$ cat src/design/tras_params.svh
// offsets, field positions, reset values and timing counts of the receive alarm block
`ifndef TRAS_PARAMS_SVH
`define TRAS_PARAMS_SVH

`define TRAS_ADDR_STATUS_ONE     8'h20
`define TRAS_ADDR_CONTROL        8'h24
`define TRAS_CTRL_RESET          4'h0
`define TRAS_STATUS_RESET        8'h00

`define TRAS_CTRL_PIN_EN_BIT     0
`define TRAS_CTRL_FALLBACK_BIT   1
`define TRAS_CTRL_VARIANT_BIT    2
`define TRAS_CTRL_ESF_BIT        3

`define TRAS_RESP_OKAY           2'h0
`define TRAS_RESP_SLVERR         2'h2

// line bit period at 1.544 Mbit/s, rounded up
`define TRAS_BIT_PERIOD_NS       648
`define TRAS_TXCLK_LOSS_NS       5200
`define TRAS_TXCLK_LOSS_BITS     ((`TRAS_TXCLK_LOSS_NS) / (`TRAS_BIT_PERIOD_NS))
`define TRAS_AIS_WINDOW_MS       3
`define TRAS_AIS_WINDOW_BITS     ((`TRAS_AIS_WINDOW_MS * 1000000) / (`TRAS_BIT_PERIOD_NS))
`define TRAS_AIS_SET_MAX_ZEROS   5
`define TRAS_LOOP_WINDOW_MS      48
`define TRAS_LOOP_WINDOW_BITS    ((`TRAS_LOOP_WINDOW_MS * 1000000) / (`TRAS_BIT_PERIOD_NS))
`define TRAS_LOOP_UP_PERIOD      5
`define TRAS_LOOP_DOWN_PERIOD    3

`define TRAS_RAI_D4_CHANNELS     256
`define TRAS_RAI_D4_MIN_ZEROS    254
`define TRAS_RAI_ESF_PATTERN     16'h00FF
`define TRAS_RAI_ESF_RUN         16
`define TRAS_RAI_ESF_CLEAR_MAX   14

`define TRAS_RCL_ZERO_RUN        192
`define TRAS_RCL_WINDOW          112
`define TRAS_RCL_MIN_ONES        14

`endif

$ cat src/design/tras_pkg.sv
// types shared by the receive alarm block
package tras_pkg;

  typedef struct packed {
    logic esf_mode;
    logic remote_alarm_variant_select;
    logic tx_clock_fallback_enable;
    logic alarm_pin_enable;
  } tras_ctrl_t;

  typedef struct packed {
    logic loop_up_seen;
    logic loop_down_seen;
    logic tx_clock_lost;
    logic rx_buffer_slip;
    logic rx_ais_flag;
    logic rx_remote_alarm_flag;
    logic rx_carrier_lost;
    logic rx_frame_lost;
  } tras_status_t;

  typedef enum logic [1:0] {
    TRAS_CL_NORMAL  = 2'b00,
    TRAS_CL_LOST    = 2'b01,
    TRAS_CL_RECOVER = 2'b10
  } tras_cl_state_t;

endpackage

$ cat src/design/tras_loop_code.sv
// repeating loop code detector integrated over a fixed bit window
`timescale 1ns/1ns
`default_nettype none
module tras_loop_code #(
  parameter int PERIOD      = 5,
  parameter int WINDOW_BITS = 74074
) (
  // clock and reset
  input  wire logic aclk,
  input  wire logic aresetn,
  // received bits
  input  wire logic bit_strobe,
  input  wire logic bit_value,
  // result
  output logic      code_seen
);
  localparam logic [16:0] LAST    = 17'(WINDOW_BITS - 1);
  // 1/32 error budget comfortably covers a 1e-2 error rate
  localparam logic [16:0] ERR_MAX = 17'(WINDOW_BITS / 32);
  localparam logic [16:0] ONE_MIN = 17'(WINDOW_BITS / 8);
  localparam logic [16:0] ONE_MAX = 17'(WINDOW_BITS / 2);

  logic [PERIOD-1:0] history;
  logic [16:0]       bit_cnt;
  logic [16:0]       err_cnt;
  logic [16:0]       one_cnt;

  wire mismatch   = bit_value != history[PERIOD-1];
  wire window_end = bit_strobe && (bit_cnt == LAST);
  wire verdict    = (err_cnt < ERR_MAX) && (one_cnt > ONE_MIN) && (one_cnt < ONE_MAX);

  always_ff @(posedge aclk) begin
    if (!aresetn) begin
      history   <= '0;
      bit_cnt   <= 17'h00000;
      err_cnt   <= 17'h00000;
      one_cnt   <= 17'h00000;
      code_seen <= 1'b0;
    end else if (bit_strobe) begin
      history <= {history[PERIOD-2:0], bit_value};
      if (window_end) begin
        bit_cnt   <= 17'h00000;
        err_cnt   <= 17'h00000;
        one_cnt   <= 17'h00000;
        code_seen <= verdict;
      end else begin
        bit_cnt <= bit_cnt + 17'h00001;
        err_cnt <= err_cnt + {16'h0000, mismatch};
        one_cnt <= one_cnt + {16'h0000, bit_value};
      end
    end
  end
endmodule
`default_nettype wire

$ cat src/design/tras_sync.sv
// two flip-flop synchroniser for a group of asynchronous inputs
`timescale 1ns/1ns
`default_nettype none
module tras_sync #(
  parameter int WIDTH = 1
) (
  // clock and reset
  input  wire logic             aclk,
  input  wire logic             aresetn,
  // signals
  input  wire logic [WIDTH-1:0] async_in,
  output logic      [WIDTH-1:0] sync_out
);
  logic [WIDTH-1:0] stage_one;

  always_ff @(posedge aclk) begin
    if (!aresetn) begin
      stage_one <= '0;
      sync_out  <= '0;
    end else begin
      stage_one <= async_in;
      sync_out  <= stage_one;
    end
  end
endmodule
`default_nettype wire

$ cat src/design/tras_top.sv
// receive alarm detection and status register one of a t1 framer, axi4-lite slave
// Notes on behaviour
// - 8-bit status register at 0x20: loop up, loop down, tx clock lost, slip, blue, yellow, carrier, frame.
// - tx clock lost after one channel time (5.2 us) without tx clock transition, timed by rx clock.
// - with alarm pin enable set, tx clock loss drives the shared alarm pin high.
// - with fallback enable set, tx clock loss switches the transmit formatter to the rx clock.
// - blue alarm declared when five or fewer zeros arrive in a 3 ms window.
// - blue alarm cleared when six or more zeros arrive in a 3 ms window.
// - blue detector tolerates 1e-3 errors and ignores framed all ones.
// - yellow flag set when the selected framing mode's yellow condition is seen on the rails.
// - d4 bit 2 mode: declare at 254 or more zeros of 256 channels, else clear.
// - twelfth framing bit mode: declare after two consecutive ones in that bit.
// - twelfth framing bit mode: clear after two consecutive zeros in that bit.
// - esf mode: declare after sixteen consecutive 00FF data link patterns.
// - esf mode: clear when fourteen or fewer of sixteen patterns equal 00FF.
// - carrier loss declared after 192 consecutive zeros.
// - carrier loss cleared by 14 ones within 112 bits from the first one.
// - bits 7 and 6 report loop up and loop down codes, framed or unframed.
// - loop code detection integrates about 48 ms and tolerates 1e-2 error rate.
//
// The AXI4-Lite register port was chosen for this implementation.
`timescale 1ns/1ns
`default_nettype none
`include "tras_params.svh"
module tras_top
  import tras_pkg::*;
#(
  parameter int AIS_WINDOW_BITS  = `TRAS_AIS_WINDOW_BITS,
  parameter int LOOP_WINDOW_BITS = `TRAS_LOOP_WINDOW_BITS
) (
  // clock and reset
  input  wire logic       aclk,
  input  wire logic       aresetn,
  // axi4-lite write address
  input  wire logic [7:0] awaddr,
  input  wire logic [2:0] awprot,
  input  wire logic       awvalid,
  output logic            awready,
  // axi4-lite write data
  input  wire logic [31:0] wdata,
  input  wire logic [3:0]  wstrb,
  input  wire logic        wvalid,
  output logic             wready,
  // axi4-lite write response
  output logic [1:0]       bresp,
  output logic             bvalid,
  input  wire logic        bready,
  // axi4-lite read address
  input  wire logic [7:0]  araddr,
  input  wire logic [2:0]  arprot,
  input  wire logic        arvalid,
  output logic             arready,
  // axi4-lite read data
  output logic [31:0]      rdata,
  output logic [1:0]       rresp,
  output logic             rvalid,
  input  wire logic        rready,
  // line pins
  input  wire logic        rx_line_clock,
  input  wire logic        rx_plus_rail,
  input  wire logic        rx_minus_rail,
  input  wire logic        tx_line_clock,
  // framer context, sampled at rx clock rise except rx_in_sync, which is taken every aclk cycle
  input  wire logic        rx_in_sync,
  input  wire logic        rx_slip_seen,
  input  wire logic        rx_at_chan_bit2,
  input  wire logic        rx_at_fbit12,
  input  wire logic        rx_at_fdl_bit,
  // alarm outputs
  output logic             frame_or_clock_loss_pin,
  output logic             tx_run_from_rx_clock
);
  localparam logic [12:0] AIS_LAST  = 13'(AIS_WINDOW_BITS - 1);
  localparam logic [3:0]  TXC_LIMIT = 4'(`TRAS_TXCLK_LOSS_BITS);

  ////////////////////////////////////////////////////////////////////////////
  // pin synchronisation and rx clock edge finding
  logic [8:0] pins_s;
  logic       rclk_q;
  logic       tx_line_clock_q;

  tras_sync #(.WIDTH(9)) u_pin_sync (
    .aclk     (aclk),
    .aresetn  (aresetn),
    .async_in ({rx_line_clock, rx_plus_rail, rx_minus_rail, tx_line_clock, rx_in_sync,
                rx_slip_seen, rx_at_chan_bit2, rx_at_fbit12, rx_at_fdl_bit}),
    .sync_out (pins_s)
  );

  wire rclk_s    = pins_s[8];
  wire tx_line_clock_s    = pins_s[5];
  wire rx_rise   = rclk_s && !rclk_q;
  wire rx_one    = pins_s[7] || pins_s[6];
  wire in_sync_s = pins_s[4];
  wire slip_s    = pins_s[3];
  wire at_bit2   = pins_s[2];
  wire at_fbit12 = pins_s[1];
  wire at_fdl    = pins_s[0];
  wire tx_toggle = tx_line_clock_s != tx_line_clock_q;

  always_ff @(posedge aclk) begin
    if (!aresetn) begin
      rclk_q <= 1'b0;
      tx_line_clock_q <= 1'b0;
    end else begin
      rclk_q <= rclk_s;
      tx_line_clock_q <= tx_line_clock_s;
    end
  end

  ////////////////////////////////////////////////////////////////////////////
  // transmit clock watchdog, counted in rx clock periods
  logic [3:0] txc_cnt;
  logic       txc_lost;

  always_ff @(posedge aclk) begin
    if (!aresetn) begin
      txc_cnt  <= 4'h0;
      txc_lost <= 1'b0;
    end else if (tx_toggle) begin
      txc_cnt  <= 4'h0;
      txc_lost <= 1'b0;
    end else if (rx_rise && !txc_lost) begin
      txc_cnt  <= txc_cnt + 4'h1;
      txc_lost <= (txc_cnt + 4'h1) >= TXC_LIMIT;
    end
  end

  ////////////////////////////////////////////////////////////////////////////
  // blue alarm: zeros counted over a fixed window
  // a zero budget of five rides out 1e-3 errors; framing bits of a framed all-ones signal exceed it
  logic [12:0] ais_bits;
  logic [2:0]  ais_zeros;
  logic        ais_active;

  wire ais_end = rx_rise && (ais_bits == AIS_LAST);

  always_ff @(posedge aclk) begin
    if (!aresetn) begin
      ais_bits   <= 13'h0000;
      ais_zeros  <= 3'h0;
      ais_active <= 1'b0;
    end else if (ais_end) begin
      ais_bits   <= 13'h0000;
      ais_zeros  <= 3'h0;
      // one bit wider, so a saturated count plus a last zero cannot wrap to a false blue
      ais_active <= ({1'b0, ais_zeros} + {3'h0, !rx_one}) <= 4'(`TRAS_AIS_SET_MAX_ZEROS);
    end else if (rx_rise) begin
      ais_bits <= ais_bits + 13'h0001;
      if (!rx_one && ais_zeros != 3'h7)
        ais_zeros <= ais_zeros + 3'h1;
    end
  end

  ////////////////////////////////////////////////////////////////////////////
  // carrier loss: zero run to declare, ones within a window to clear
  tras_cl_state_t cl_state;
  tras_cl_state_t next_cl_state;
  logic [7:0]     cl_zero_run;
  logic [6:0]     cl_win;
  logic [3:0]     cl_ones;

  wire cl_run_full = (cl_zero_run == 8'(`TRAS_RCL_ZERO_RUN - 1)) && !rx_one;
  wire cl_ones_ok  = (cl_ones + {3'h0, rx_one}) >= 4'(`TRAS_RCL_MIN_ONES);
  wire cl_win_end  = cl_win == 7'(`TRAS_RCL_WINDOW - 1);

  always_comb begin
    next_cl_state = cl_state;
    case (cl_state)
      TRAS_CL_NORMAL: begin
        if (rx_rise && cl_run_full)
          next_cl_state = TRAS_CL_LOST;
      end
      TRAS_CL_LOST: begin
        if (rx_rise && rx_one)
          next_cl_state = TRAS_CL_RECOVER;
      end
      TRAS_CL_RECOVER: begin
        if (rx_rise && cl_ones_ok)
          next_cl_state = TRAS_CL_NORMAL;
        else if (rx_rise && cl_win_end)
          next_cl_state = TRAS_CL_LOST;
      end
      default: next_cl_state = TRAS_CL_LOST;
    endcase
  end

  always_ff @(posedge aclk) begin
    if (!aresetn) begin
      cl_state    <= TRAS_CL_NORMAL;
      cl_zero_run <= 8'h00;
      cl_win      <= 7'h00;
      cl_ones     <= 4'h0;
    end else begin
      cl_state <= next_cl_state;
      if (rx_rise) begin
        cl_zero_run <= (rx_one || cl_run_full) ? 8'h00 : cl_zero_run + 8'h01;
        // the first one counts as bit one of the window
        if (cl_state == TRAS_CL_LOST) begin
          cl_win  <= 7'h01;
          cl_ones <= 4'h1;
        end else if (cl_state == TRAS_CL_RECOVER) begin
          cl_win  <= cl_win + 7'h01;
          cl_ones <= cl_ones + {3'h0, rx_one};
        end
      end
    end
  end

  ////////////////////////////////////////////////////////////////////////////
  // yellow alarm, three framing variants
  tras_ctrl_t  ctrl;
  logic [8:0]  d4_chans;
  logic [8:0]  d4_zeros;
  logic [1:0]  f12_hist;
  logic [15:0] fdl_shift;
  logic [3:0]  fdl_bits;
  logic [4:0]  esf_run;
  logic [3:0]  esf_groups;
  logic [4:0]  esf_hits;
  logic        rai_active;

  wire d4_step   = rx_rise && at_bit2;
  wire d4_end    = d4_step && (d4_chans == 9'(`TRAS_RAI_D4_CHANNELS - 1));
  wire [8:0] d4_total = d4_zeros + {8'h00, !rx_one};
  wire f12_step  = rx_rise && at_fbit12;
  wire fdl_step  = rx_rise && at_fdl;
  wire [15:0] fdl_word = {fdl_shift[14:0], rx_one};
  wire pat_done  = fdl_step && (fdl_bits == 4'hF);
  wire pat_hit   = fdl_word == `TRAS_RAI_ESF_PATTERN;
  wire [4:0] hits_now = esf_hits + {4'h0, pat_hit};
  wire grp_done  = pat_done && (esf_groups == 4'hF);

  always_ff @(posedge aclk) begin
    if (!aresetn) begin
      d4_chans   <= 9'h000;
      d4_zeros   <= 9'h000;
      f12_hist   <= 2'h0;
      fdl_shift  <= 16'h0000;
      fdl_bits   <= 4'h0;
      esf_run    <= 5'h00;
      esf_groups <= 4'h0;
      esf_hits   <= 5'h00;
      rai_active <= 1'b0;
    end else begin
      if (d4_step) begin
        d4_chans <= d4_end ? 9'h000 : d4_chans + 9'h001;
        d4_zeros <= d4_end ? 9'h000 : d4_total;
      end
      if (f12_step)
        f12_hist <= {f12_hist[0], rx_one};
      if (fdl_step) begin
        fdl_shift <= fdl_word;
        fdl_bits  <= fdl_bits + 4'h1;
      end
      if (pat_done) begin
        esf_run    <= pat_hit ? ((esf_run == 5'(`TRAS_RAI_ESF_RUN)) ? esf_run : esf_run + 5'h01) : 5'h00;
        esf_groups <= esf_groups + 4'h1;
        esf_hits   <= grp_done ? 5'h00 : hits_now;
      end
      if (ctrl.esf_mode) begin
        if (pat_done && pat_hit && esf_run == 5'(`TRAS_RAI_ESF_RUN - 1))
          rai_active <= 1'b1;
        else if (grp_done && hits_now <= 5'(`TRAS_RAI_ESF_CLEAR_MAX))
          rai_active <= 1'b0;
      end else if (ctrl.remote_alarm_variant_select) begin
        if (f12_step && rx_one && f12_hist[0])
          rai_active <= 1'b1;
        else if (f12_step && !rx_one && !f12_hist[0])
          rai_active <= 1'b0;
      end else if (d4_end) begin
        rai_active <= d4_total >= 9'(`TRAS_RAI_D4_MIN_ZEROS);
      end
    end
  end

  ////////////////////////////////////////////////////////////////////////////
  // loop codes, tracked in framed and unframed signals alike
  logic loop_up_det;
  logic loop_down_det;

  tras_loop_code #(.PERIOD(`TRAS_LOOP_UP_PERIOD), .WINDOW_BITS(LOOP_WINDOW_BITS)) u_loop_up (
    .aclk       (aclk),
    .aresetn    (aresetn),
    .bit_strobe (rx_rise),
    .bit_value  (rx_one),
    .code_seen  (loop_up_det)
  );

  tras_loop_code #(.PERIOD(`TRAS_LOOP_DOWN_PERIOD), .WINDOW_BITS(LOOP_WINDOW_BITS)) u_loop_down (
    .aclk       (aclk),
    .aresetn    (aresetn),
    .bit_strobe (rx_rise),
    .bit_value  (rx_one),
    .code_seen  (loop_down_det)
  );

  ////////////////////////////////////////////////////////////////////////////
  // status flags: set wins over the clear that a read makes
  tras_status_t status;
  tras_status_t status_set;
  logic [7:0]   status_bits;

  assign status_set.loop_up_seen         = loop_up_det;
  assign status_set.loop_down_seen       = loop_down_det;
  assign status_set.tx_clock_lost        = txc_lost;
  assign status_set.rx_buffer_slip       = rx_rise && slip_s;
  assign status_set.rx_ais_flag          = ais_active;
  assign status_set.rx_remote_alarm_flag = rai_active;
  assign status_set.rx_carrier_lost      = cl_state != TRAS_CL_NORMAL;
  assign status_set.rx_frame_lost        = !in_sync_s;

  wire rd_take      = arvalid && arready;
  wire rd_status    = araddr == `TRAS_ADDR_STATUS_ONE;
  wire rd_control   = araddr == `TRAS_ADDR_CONTROL;
  wire status_clear = rd_take && rd_status;

  generate
    for (genvar i = 0; i < 8; i++) begin : g_flag
      always_ff @(posedge aclk) begin
        if (!aresetn)
          status_bits[i] <= 1'b0;
        else
          status_bits[i] <= status_set[i] || (status_bits[i] && !status_clear);
      end
    end
  endgenerate

  assign status = status_bits;

  ////////////////////////////////////////////////////////////////////////////
  // alarm pin and transmit clock fallback
  always_ff @(posedge aclk) begin
    if (!aresetn) begin
      frame_or_clock_loss_pin <= 1'b0;
      tx_run_from_rx_clock    <= 1'b0;
    end else begin
      frame_or_clock_loss_pin <= !in_sync_s || (ctrl.alarm_pin_enable && txc_lost);
      tx_run_from_rx_clock    <= ctrl.tx_clock_fallback_enable && txc_lost;
    end
  end

  ////////////////////////////////////////////////////////////////////////////
  // axi4-lite slave, one write and one read at a time
  logic [7:0] aw_addr_q;
  logic       aw_held;
  logic       w_held;
  logic [31:0] w_data_q;
  logic [3:0]  w_strb_q;

  wire wr_go      = aw_held && w_held && !bvalid;
  wire wr_control = aw_addr_q == `TRAS_ADDR_CONTROL;
  wire wr_status  = aw_addr_q == `TRAS_ADDR_STATUS_ONE;
  wire [31:0] rd_word = rd_status ? {24'h000000, status} :
                        rd_control ? {28'h0000000, ctrl} : 32'h00000000;

  always_ff @(posedge aclk) begin
    if (!aresetn) begin
      awready   <= 1'b0;
      wready    <= 1'b0;
      aw_held   <= 1'b0;
      w_held    <= 1'b0;
      aw_addr_q <= 8'h00;
      w_data_q  <= 32'h00000000;
      w_strb_q  <= 4'h0;
      bvalid    <= 1'b0;
      bresp     <= `TRAS_RESP_OKAY;
      ctrl      <= `TRAS_CTRL_RESET;
    end else begin
      awready <= !aw_held && !(awvalid && awready) && !bvalid;
      wready  <= !w_held && !(wvalid && wready) && !bvalid;
      if (awvalid && awready) begin
        aw_held   <= 1'b1;
        aw_addr_q <= awaddr;
      end
      if (wvalid && wready) begin
        w_held   <= 1'b1;
        w_data_q <= wdata;
        w_strb_q <= wstrb;
      end
      if (wr_go) begin
        aw_held <= 1'b0;
        w_held  <= 1'b0;
        bvalid  <= 1'b1;
        bresp   <= (wr_control || wr_status) ? `TRAS_RESP_OKAY : `TRAS_RESP_SLVERR;
        if (wr_control && w_strb_q[0])
          ctrl <= w_data_q[3:0];
      end else if (bvalid && bready) begin
        bvalid <= 1'b0;
      end
    end
  end

  always_ff @(posedge aclk) begin
    if (!aresetn) begin
      arready <= 1'b0;
      rvalid  <= 1'b0;
      rdata   <= 32'h00000000;
      rresp   <= `TRAS_RESP_OKAY;
    end else if (rd_take) begin
      arready <= 1'b0;
      rvalid  <= 1'b1;
      rdata   <= rd_word;
      rresp   <= (rd_status || rd_control) ? `TRAS_RESP_OKAY : `TRAS_RESP_SLVERR;
    end else if (rvalid && rready) begin
      rvalid  <= 1'b0;
      arready <= 1'b1;
    end else if (!rvalid) begin
      arready <= 1'b1;
    end
  end

endmodule
`default_nettype wire

$ cat config.mk
export PLATFORM = sky130hd
export DESIGN_NAME = tras_top
export DESIGN_NICKNAME = d
export VERILOG_FILES = /design/src/design/tras_pkg.sv /design/src/design/tras_loop_code.sv /design/src/design/tras_sync.sv /design/src/design/tras_top.sv
export VERILOG_INCLUDE_DIRS = /design/src /design/src/design
export SDC_FILE = /design/constraint.sdc
export NUM_CORES = 1
export LEC_CHECK = 0
export BUFFER_PORTS_ARGS = -buffer_cell sky130_fd_sc_hd__buf_2
export CAP_MARGIN = 10
export CORE_UTILIZATION = 39
export CTS_CLUSTER_SIZE = 10
export DETAILED_ROUTE_END_ITERATION = 7
export HOLD_SLACK_MARGIN = 0.15
export SYNTH_ARGS = -nofsm -noshare
export SYNTH_HDL_FRONTEND = slang
export SYNTH_SLANG_ARGS = --single-unit
$ cat constraint.sdc
create_clock -name aclk -period 2.6 [get_ports aclk]
set_input_delay 0.26 -clock aclk [delete_from_list [all_inputs] [get_ports aclk]]
set_output_delay 0.26 -clock aclk [all_outputs]
set_load 0.02 [all_outputs]
# Yosys cells after proc, flatten, opt, wreduce, memory -nomap -nowiden
# Cells that the tools add are included.
op_classes:
  n_mux: 38
  bitwise: 1
  eq_ne: 28
  reduce_logical: 94
  n_addsub: 19
  order_cmp: 11
op_table:
  columns: ["operator", "count"]
  rows:
  - ["17-bit 2-to-1 mux", 6]
  - ["17-bit by 1-bit adder with 17-bit output", 4]
  - ["1-bit logical AND", 52]
  - ["17-bit by 1-bit adder with 17-bit output (second input constant)", 2]
  - ["17-bit equality test (second input constant)", 2]
  - ["17-bit by 14-bit > comparator with 1-bit output (second input constant)", 2]
  - ["17-bit by 12-bit < comparator with 1-bit output (second input constant)", 2]
  - ["17-bit by 16-bit < comparator with 1-bit output (second input constant)", 2]
  - ["8-bit by 6-bit equality test with 1-bit output (second input constant)", 4]
  - ["9-bit 2-to-1 mux", 2]
  - ["16-bit by 8-bit equality test with 1-bit output (second input constant)", 1]
  - ["8-bit 2-to-1 mux", 2]
  - ["5-bit 2-to-1 mux", 3]
  - ["7-bit 2-to-1 mux", 2]
  - ["13-bit by 1-bit adder with 13-bit output (second input constant)", 1]
  - ["13-bit equality test (second input constant)", 1]
  - ["1-bit logical OR", 13]
  - ["1-bit 2-to-1 mux", 13]
  - ["4-bit by 1-bit adder with 4-bit output (second input constant)", 3]
  - ["2-bit 2-to-1 mux", 6]
  - ["4-bit 2-to-1 mux", 3]
  - ["2-bit AND reduction", 6]
  - ["1-bit logical NOT", 11]
  - ["9-bit by 1-bit adder with 9-bit output", 1]
  - ["other kinds (33)", 47]
word_totals:
  word_cells: 250
  register_bits: 298

# Logic depth before layout (Yosys ltp)
depth:
  depth_word: 9
  mapped_depth: 13

# Hierarchy
# A second synthesis with hierarchy kept.
hier_totals:
  hier_cells: 1409
  hier_area_um2: 12279.3
by_module_without_submodules:
  columns: ["mod", "area_each_um2", "cells_per_inst", "instances", "seq_area_each_um2"]
  rows:
  - ["tras_top", 6354.8, 760, 1, 2822.7]
  - ["tras_loop_code at u_loop_up", 2740.1, 312, 1, 1141.1]
  - ["tras_loop_code at u_loop_down", 2682.6, 300, 1, 1101.1]
  - ["tras_sync", 501.7, 37, 1, 360.3]

# Worst setup path before layout
# No wires, ideal clock.
synth_path:
  path_kind: "register to register"
  start: "reg u_pin_sync.sync_out[6]"
  end: "reg rai_active"
  n_path_buf: 0
  synth_period_minus_slack_ns: 2.551
  setup_slack_ns: 0.049
  arrival_time_ns: 2.482
  t_required_ns: 2.530
  path_stages_with_launch: 14
  cell_sequence: "dfxtp_1 -> nor2_2 -> inv_1 -> nand4_1 -> or3_1 -> inv_1 -> ha_1 -> ha_1 -> xor2_1 -> and3_1 -> a211oi_1 -> a311oi_1 -> a221o_1 -> a21oi_1"
synth_between:
  elab_chain_len: 7
  elab_cells_between_ends: 22
synth_lines:
  columns: ["item", "line", "text"]
  rows:
  - ["from (decl)", "tras_sync.sv:12", "output logic [WIDTH-1:0] sync_out"]
  - ["from (signal assigned)", "tras_sync.sv:22", "sync_out <= stage_one;"]
  - ["1-bit logical OR *", "tras_top.sv:93", "wire rx_one = pins_s[7] || pins_s[6];"]
  - ["via rx_one", "tras_top.sv:93", null]
  - ["16-bit by 8-bit equality test with 1-bit output (no source line) or 1-bit logical NOT (tied branches)", null, null]
  - ["5-bit by 1-bit adder with 5-bit output or 9-bit by 1-bit adder with 9-bit output (tied branches)", "tras_top.sv:231, tras_top.sv:225", null]
  - ["5-bit by 4-bit <= comparator with 1-bit output or 9-bit by 8-bit greater-or-equal comparator with 1-bit output (tied branches)", "tras_top.sv:264, tras_top.sv:272", null]
  - ["1-bit logical AND or 1-bit 2-to-1 mux (tied branches)", "tras_top.sv:264, tras_top.sv:271", null]
  - ["3-bit by 1-bit != test with 1-bit output (no source line) or 1-bit 2-to-1 mux (tied branches)", null, null]
  - ["3-bit AND reduction (no source line) or 1-bit 2-to-1 mux (tied branches)", null, null]
  - ["to (signal assigned)", "tras_top.sv:272", "rai_active <= d4_total >= 9'(`TRAS_RAI_D4_MIN_ZEROS);"]
  - ["to (decl)", "tras_top.sv:221", "logic rai_active;"]
# The timed path passes the listed nets; every way through them passes the cells marked *. The select of a mux whose other input is x is not followed.
# A chain may end at the register's enable or synchronous reset.

# Worst setup path after layout
layout_path:
  start: "reg fdl_shift[7]"
  end: "reg rai_active"
layout_between:
  elab_chain_len: 6
  elab_cells_between_ends: 10
layout_lines:
  columns: ["item", "line", "text"]
  rows:
  - ["from (decl)", "tras_top.sv:216", "logic [15:0] fdl_shift;"]
  - ["from (signal assigned)", "tras_top.sv:253", "fdl_shift <= fdl_word;"]
  - ["16-bit by 8-bit equality test with 1-bit output (no source line) *", null, null]
  - ["5-bit by 1-bit adder with 5-bit output", "tras_top.sv:231", "wire [4:0] hits_now = esf_hits + {4'h0, pat_hit};"]
  - ["5-bit by 4-bit <= comparator with 1-bit output", "tras_top.sv:264", "else if (grp_done && hits_now <= 5'(`TRAS_RAI_ESF_CLEAR_MAX))"]
  - ["1-bit logical AND", "tras_top.sv:264", null]
  - ["3-bit by 1-bit != test with 1-bit output (no source line)", null, null]
  - ["3-bit AND reduction (no source line)", null, null]
# Every way passes the cells marked *; elsewhere a longest branch is shown, timed or not.

==> reports/results.tsv <==
metric	value	unit
most common cell in the synthesized netlist	dfxtp_1	
clk_lat worst skew	0.55	ns
Die H	177	um
Period minus WS final	2.58	ns
clock buffer depth	3	
Layout fillers	2958	
Die ar.	31200	um2
LEAKAGE	5.26	nW
vias in the first global route	9001	
routed length per instance	12.8	um
Post-route DRC	0	
CTS tree	built	
TritonCTS Buffers	31	
Hold Slack	0.187	ns
Arrival @ worst endpoint	3.00	ns
core area	29800	um2
Min-Delay Path Class	in -> reg	
Syn Area/Cell	8.42	um2
Main synth FF type	dfxtp_1	
Area contributors post-synth	dfxtp_1 45%, xor2_1 6.9%, nor2_1 6.8%, nand2_1 5.6%, a21oi_1 4.5%	
IO Pins	117	
simple-gate share of the synthesized area	0.268	
maximum clock rate	388	MHz
Yosys cell types	61	
n_diodes	0	
initial antenna violation count	0	
post-DP HPWL	16.4	mm
endpoints failing setup	0	
share of flip-flops with an asynchronous set or reset	0	
Synth top area share	0.451	
Initial DRT Pass Iterations	4	
area of the multi-input gates	6120	um2
max cap viols	0	
critical path required time	3.02	ns
PwrDens	596	nW/um2
Routed met3 length	981	um
width of the die	177	um
GRT Util Overall	0.160	
vias per inst	4.97	
nets@finish	1629	
post-synthesis adder-cell area fraction	0.0389	
clk_skew	0.0116	ns
Fin. Hold Viols	0	
number of synthesized register bits	268	
Compound-Gate Fraction of Synth Area	0.0878	
DR WL met2	11.3	mm
Site Rows	63	
CP Max Fanout	3	
RSZ-0062 raised after global routing	true	
synth cell count leaders	268 x dfxtp_1, 216 x nor2_1, 179 x nand2_1, 106 x a21oi_1, 94 x xor2_1	
main combinational cell family by area after synthesis	simple AND/OR/NAND/NOR gates	
Gate Count Post-Synth	1414	
Synth-to-Final Area Change	16.2	%
cell taking the most area after synthesis	dfxtp_1	
GPL Wtd Cong	0.782	
critical path endpoint category	flip-flop	
met1 WL	12.0	mm
top layer in use	met4	
largest net degree at the start of global routing	46	
gr ovfl total	0	
Setup crit start kind	flip-flop	
relative slew slack	0.631	
Max IR drop VDD	444	uV
htree depth	1	
IO Port Bufs	53	
final number of max-transition violations	0	
Starting Density	0.400	
First DRT Iteration DRCs	383	
register area	5370	um2
sequential fraction of the synthesis area	0.451	
number of flops mapped to enable cells by yosys	0	
Setup Crit Path Kind	reg -> reg	
CTS Sinks	268	
Clk pin slew, worst setup/hold paths	0.06	ns
Final period util	0.991	
clock root cell	clkbuf_16	
mux share of post-synthesis cell area	0.00673	
total wire length	24.5	mm
Yosys warning count	0	
Setup TNS	0	ns
status	finished clean	
via count	9516	
fin util	0.464	
share of layout cells above drive strength 1	0.0964	
Post-DRT Antenna Nets	0	
synthesized area	11900	um2
Synth Area in XOR/XNOR	0.101	
Worst Max-Slew Pin Slew	0.549	ns
first-pass GRT wire length	42.6	mm
[layout by cell type (no fill, tap or decap), types with 5 or more instances in the layout]
master,Yosys,final
dfxtp_1,268,268
nor2_1,216,216
nand2_1,179,179
a21oi_1,106,106
xor2_1,94,94
nand3_1,76,76
buf_2,12,53
xnor2_1,43,43
nand4_1,40,40
buf_4,26,37
ha_1,37,35
o21ai_0,33,33
dlygate4sd3_1,0,32
clkbuf_16,0,31
inv_1,30,29
and3_1,26,26
and2_1,26,26
conb_1,1,26
nor3_1,25,25
or3_1,17,16
nor4_1,13,13
nand3b_1,9,9
a22oi_1,9,9
mux2i_1,8,8
nor4b_1,7,6
and4_1,6,6
clkbuf_1,32,6
o31ai_1,5,5
[state kept, by name, indices dropped and copies added (netlist names), 13 cells and up]
name / flops
fdl_shift: 15
u_loop_up.bit_cnt: 17
u_loop_down.err_cnt: 17
ais_bits: 13
u_loop_up.one_cnt: 17
u_loop_down.one_cnt: 17
u_loop_down.bit_cnt: 17
u_loop_up.err_cnt: 17
[power breakdown]
group / total, W / switching [W] / internal, W
combinational: 0.000367 / 0.000232 / 0.000135
sequential: 0.00419 / 0.0000329 / 0.00416
clock: 0.00369 / 0.00157 / 0.00212
total: 0.00825 / 0.00184 / 0.00641
[cell type report]
| class | count | area share |
|---|---|---|
| Clock buffer | 37 | 0.0577 |
| Inverter | 31 | 0.00850 |
| Tap cell | 390 | 0.0353 |
| Multi-Input combinational cell | 1061 | 0.442 |
| Clock inverter | 3 | 0.00136 |
| Timing Repair Buffer | 125 | 0.0668 |
| Sequential cell | 268 | 0.388 |
[metrics by stage]
step | area (um2) | setup WS, ns | instances | power (W)
after floorplan | 12000 | 0.0486 | 1439 | 0.00453
after global placement | 12600 | -0.243 | 1842 | 0.00461
after detailed placement | 12600 | -0.296 | 1842 | 0.00461
after CTS | 13800 | 0.00723 | 1915 | 0.00838
after global routing | 13800 | -0.132 | 1915 | 0.00860
final | 13800 | 0.0224 | 1915 | 0.00825
[path summary, 6_finish.rpt]
check / startpoint / to / slack, ns / cells after the start
min reg2reg: u_pin_sync.stage_one[5] / u_pin_sync.sync_out[5] / 0.43 / 1
min: awvalid / aw_addr_q[2] / 0.19 / 4
max: fdl_shift[7] / rai_active / 0.02 / 12
max reg2reg: fdl_shift[7] / rai_active / 0.02 / 12
[critical path: stages, from the launching register on]
cell and delay (ns):
dfxtp_1 0.32, nor4b_2 0.28, nand4_1 0.14, or3_4 0.36, inv_2 0.09, ha_4 0.14
ha_4 0.13, xor2_1 0.15, and3_1 0.19, a211oi_2 0.07, a311oi_2 0.32, a221o_1 0.22
a21oi_1 0.04
[routing by layer]
| metal | vias to the layer above | GRT usage |
|---|---|---|
| li1 | 4948 | - |
| met1 | 4406 | 0.213 |
| met2 | 137 | 0.271 |
| met3 | 25 | 0.0258 |
| met4 | 0 | 0.0366 |
| met5 | - | 0 |
[cell families after synthesis]
| logic type | count (synthesis) |
|---|---|
| flops | 268 |
| buf+inv | 110 |
| fa+ha+maj | 37 |
| compound gates | 183 |
| mux | 8 |
| xor+xnor | 137 |
| other cells | 1 |
| simple gates | 670 |
[timing repair]
| action | in CTS | in global routing |
|---|---|---|
| hold buffers | 32 | 0 |
| pin swaps | 6 | 6 |
| endpoints found under the hold margin | 29 | 0 |
| endpoints found under the setup margin | 1 | 1 |
| buffers inserted | 1 | 0 |
| resized for setup | 9 | 0 |
No activity file was read; power rests on OpenSTA's default activity.
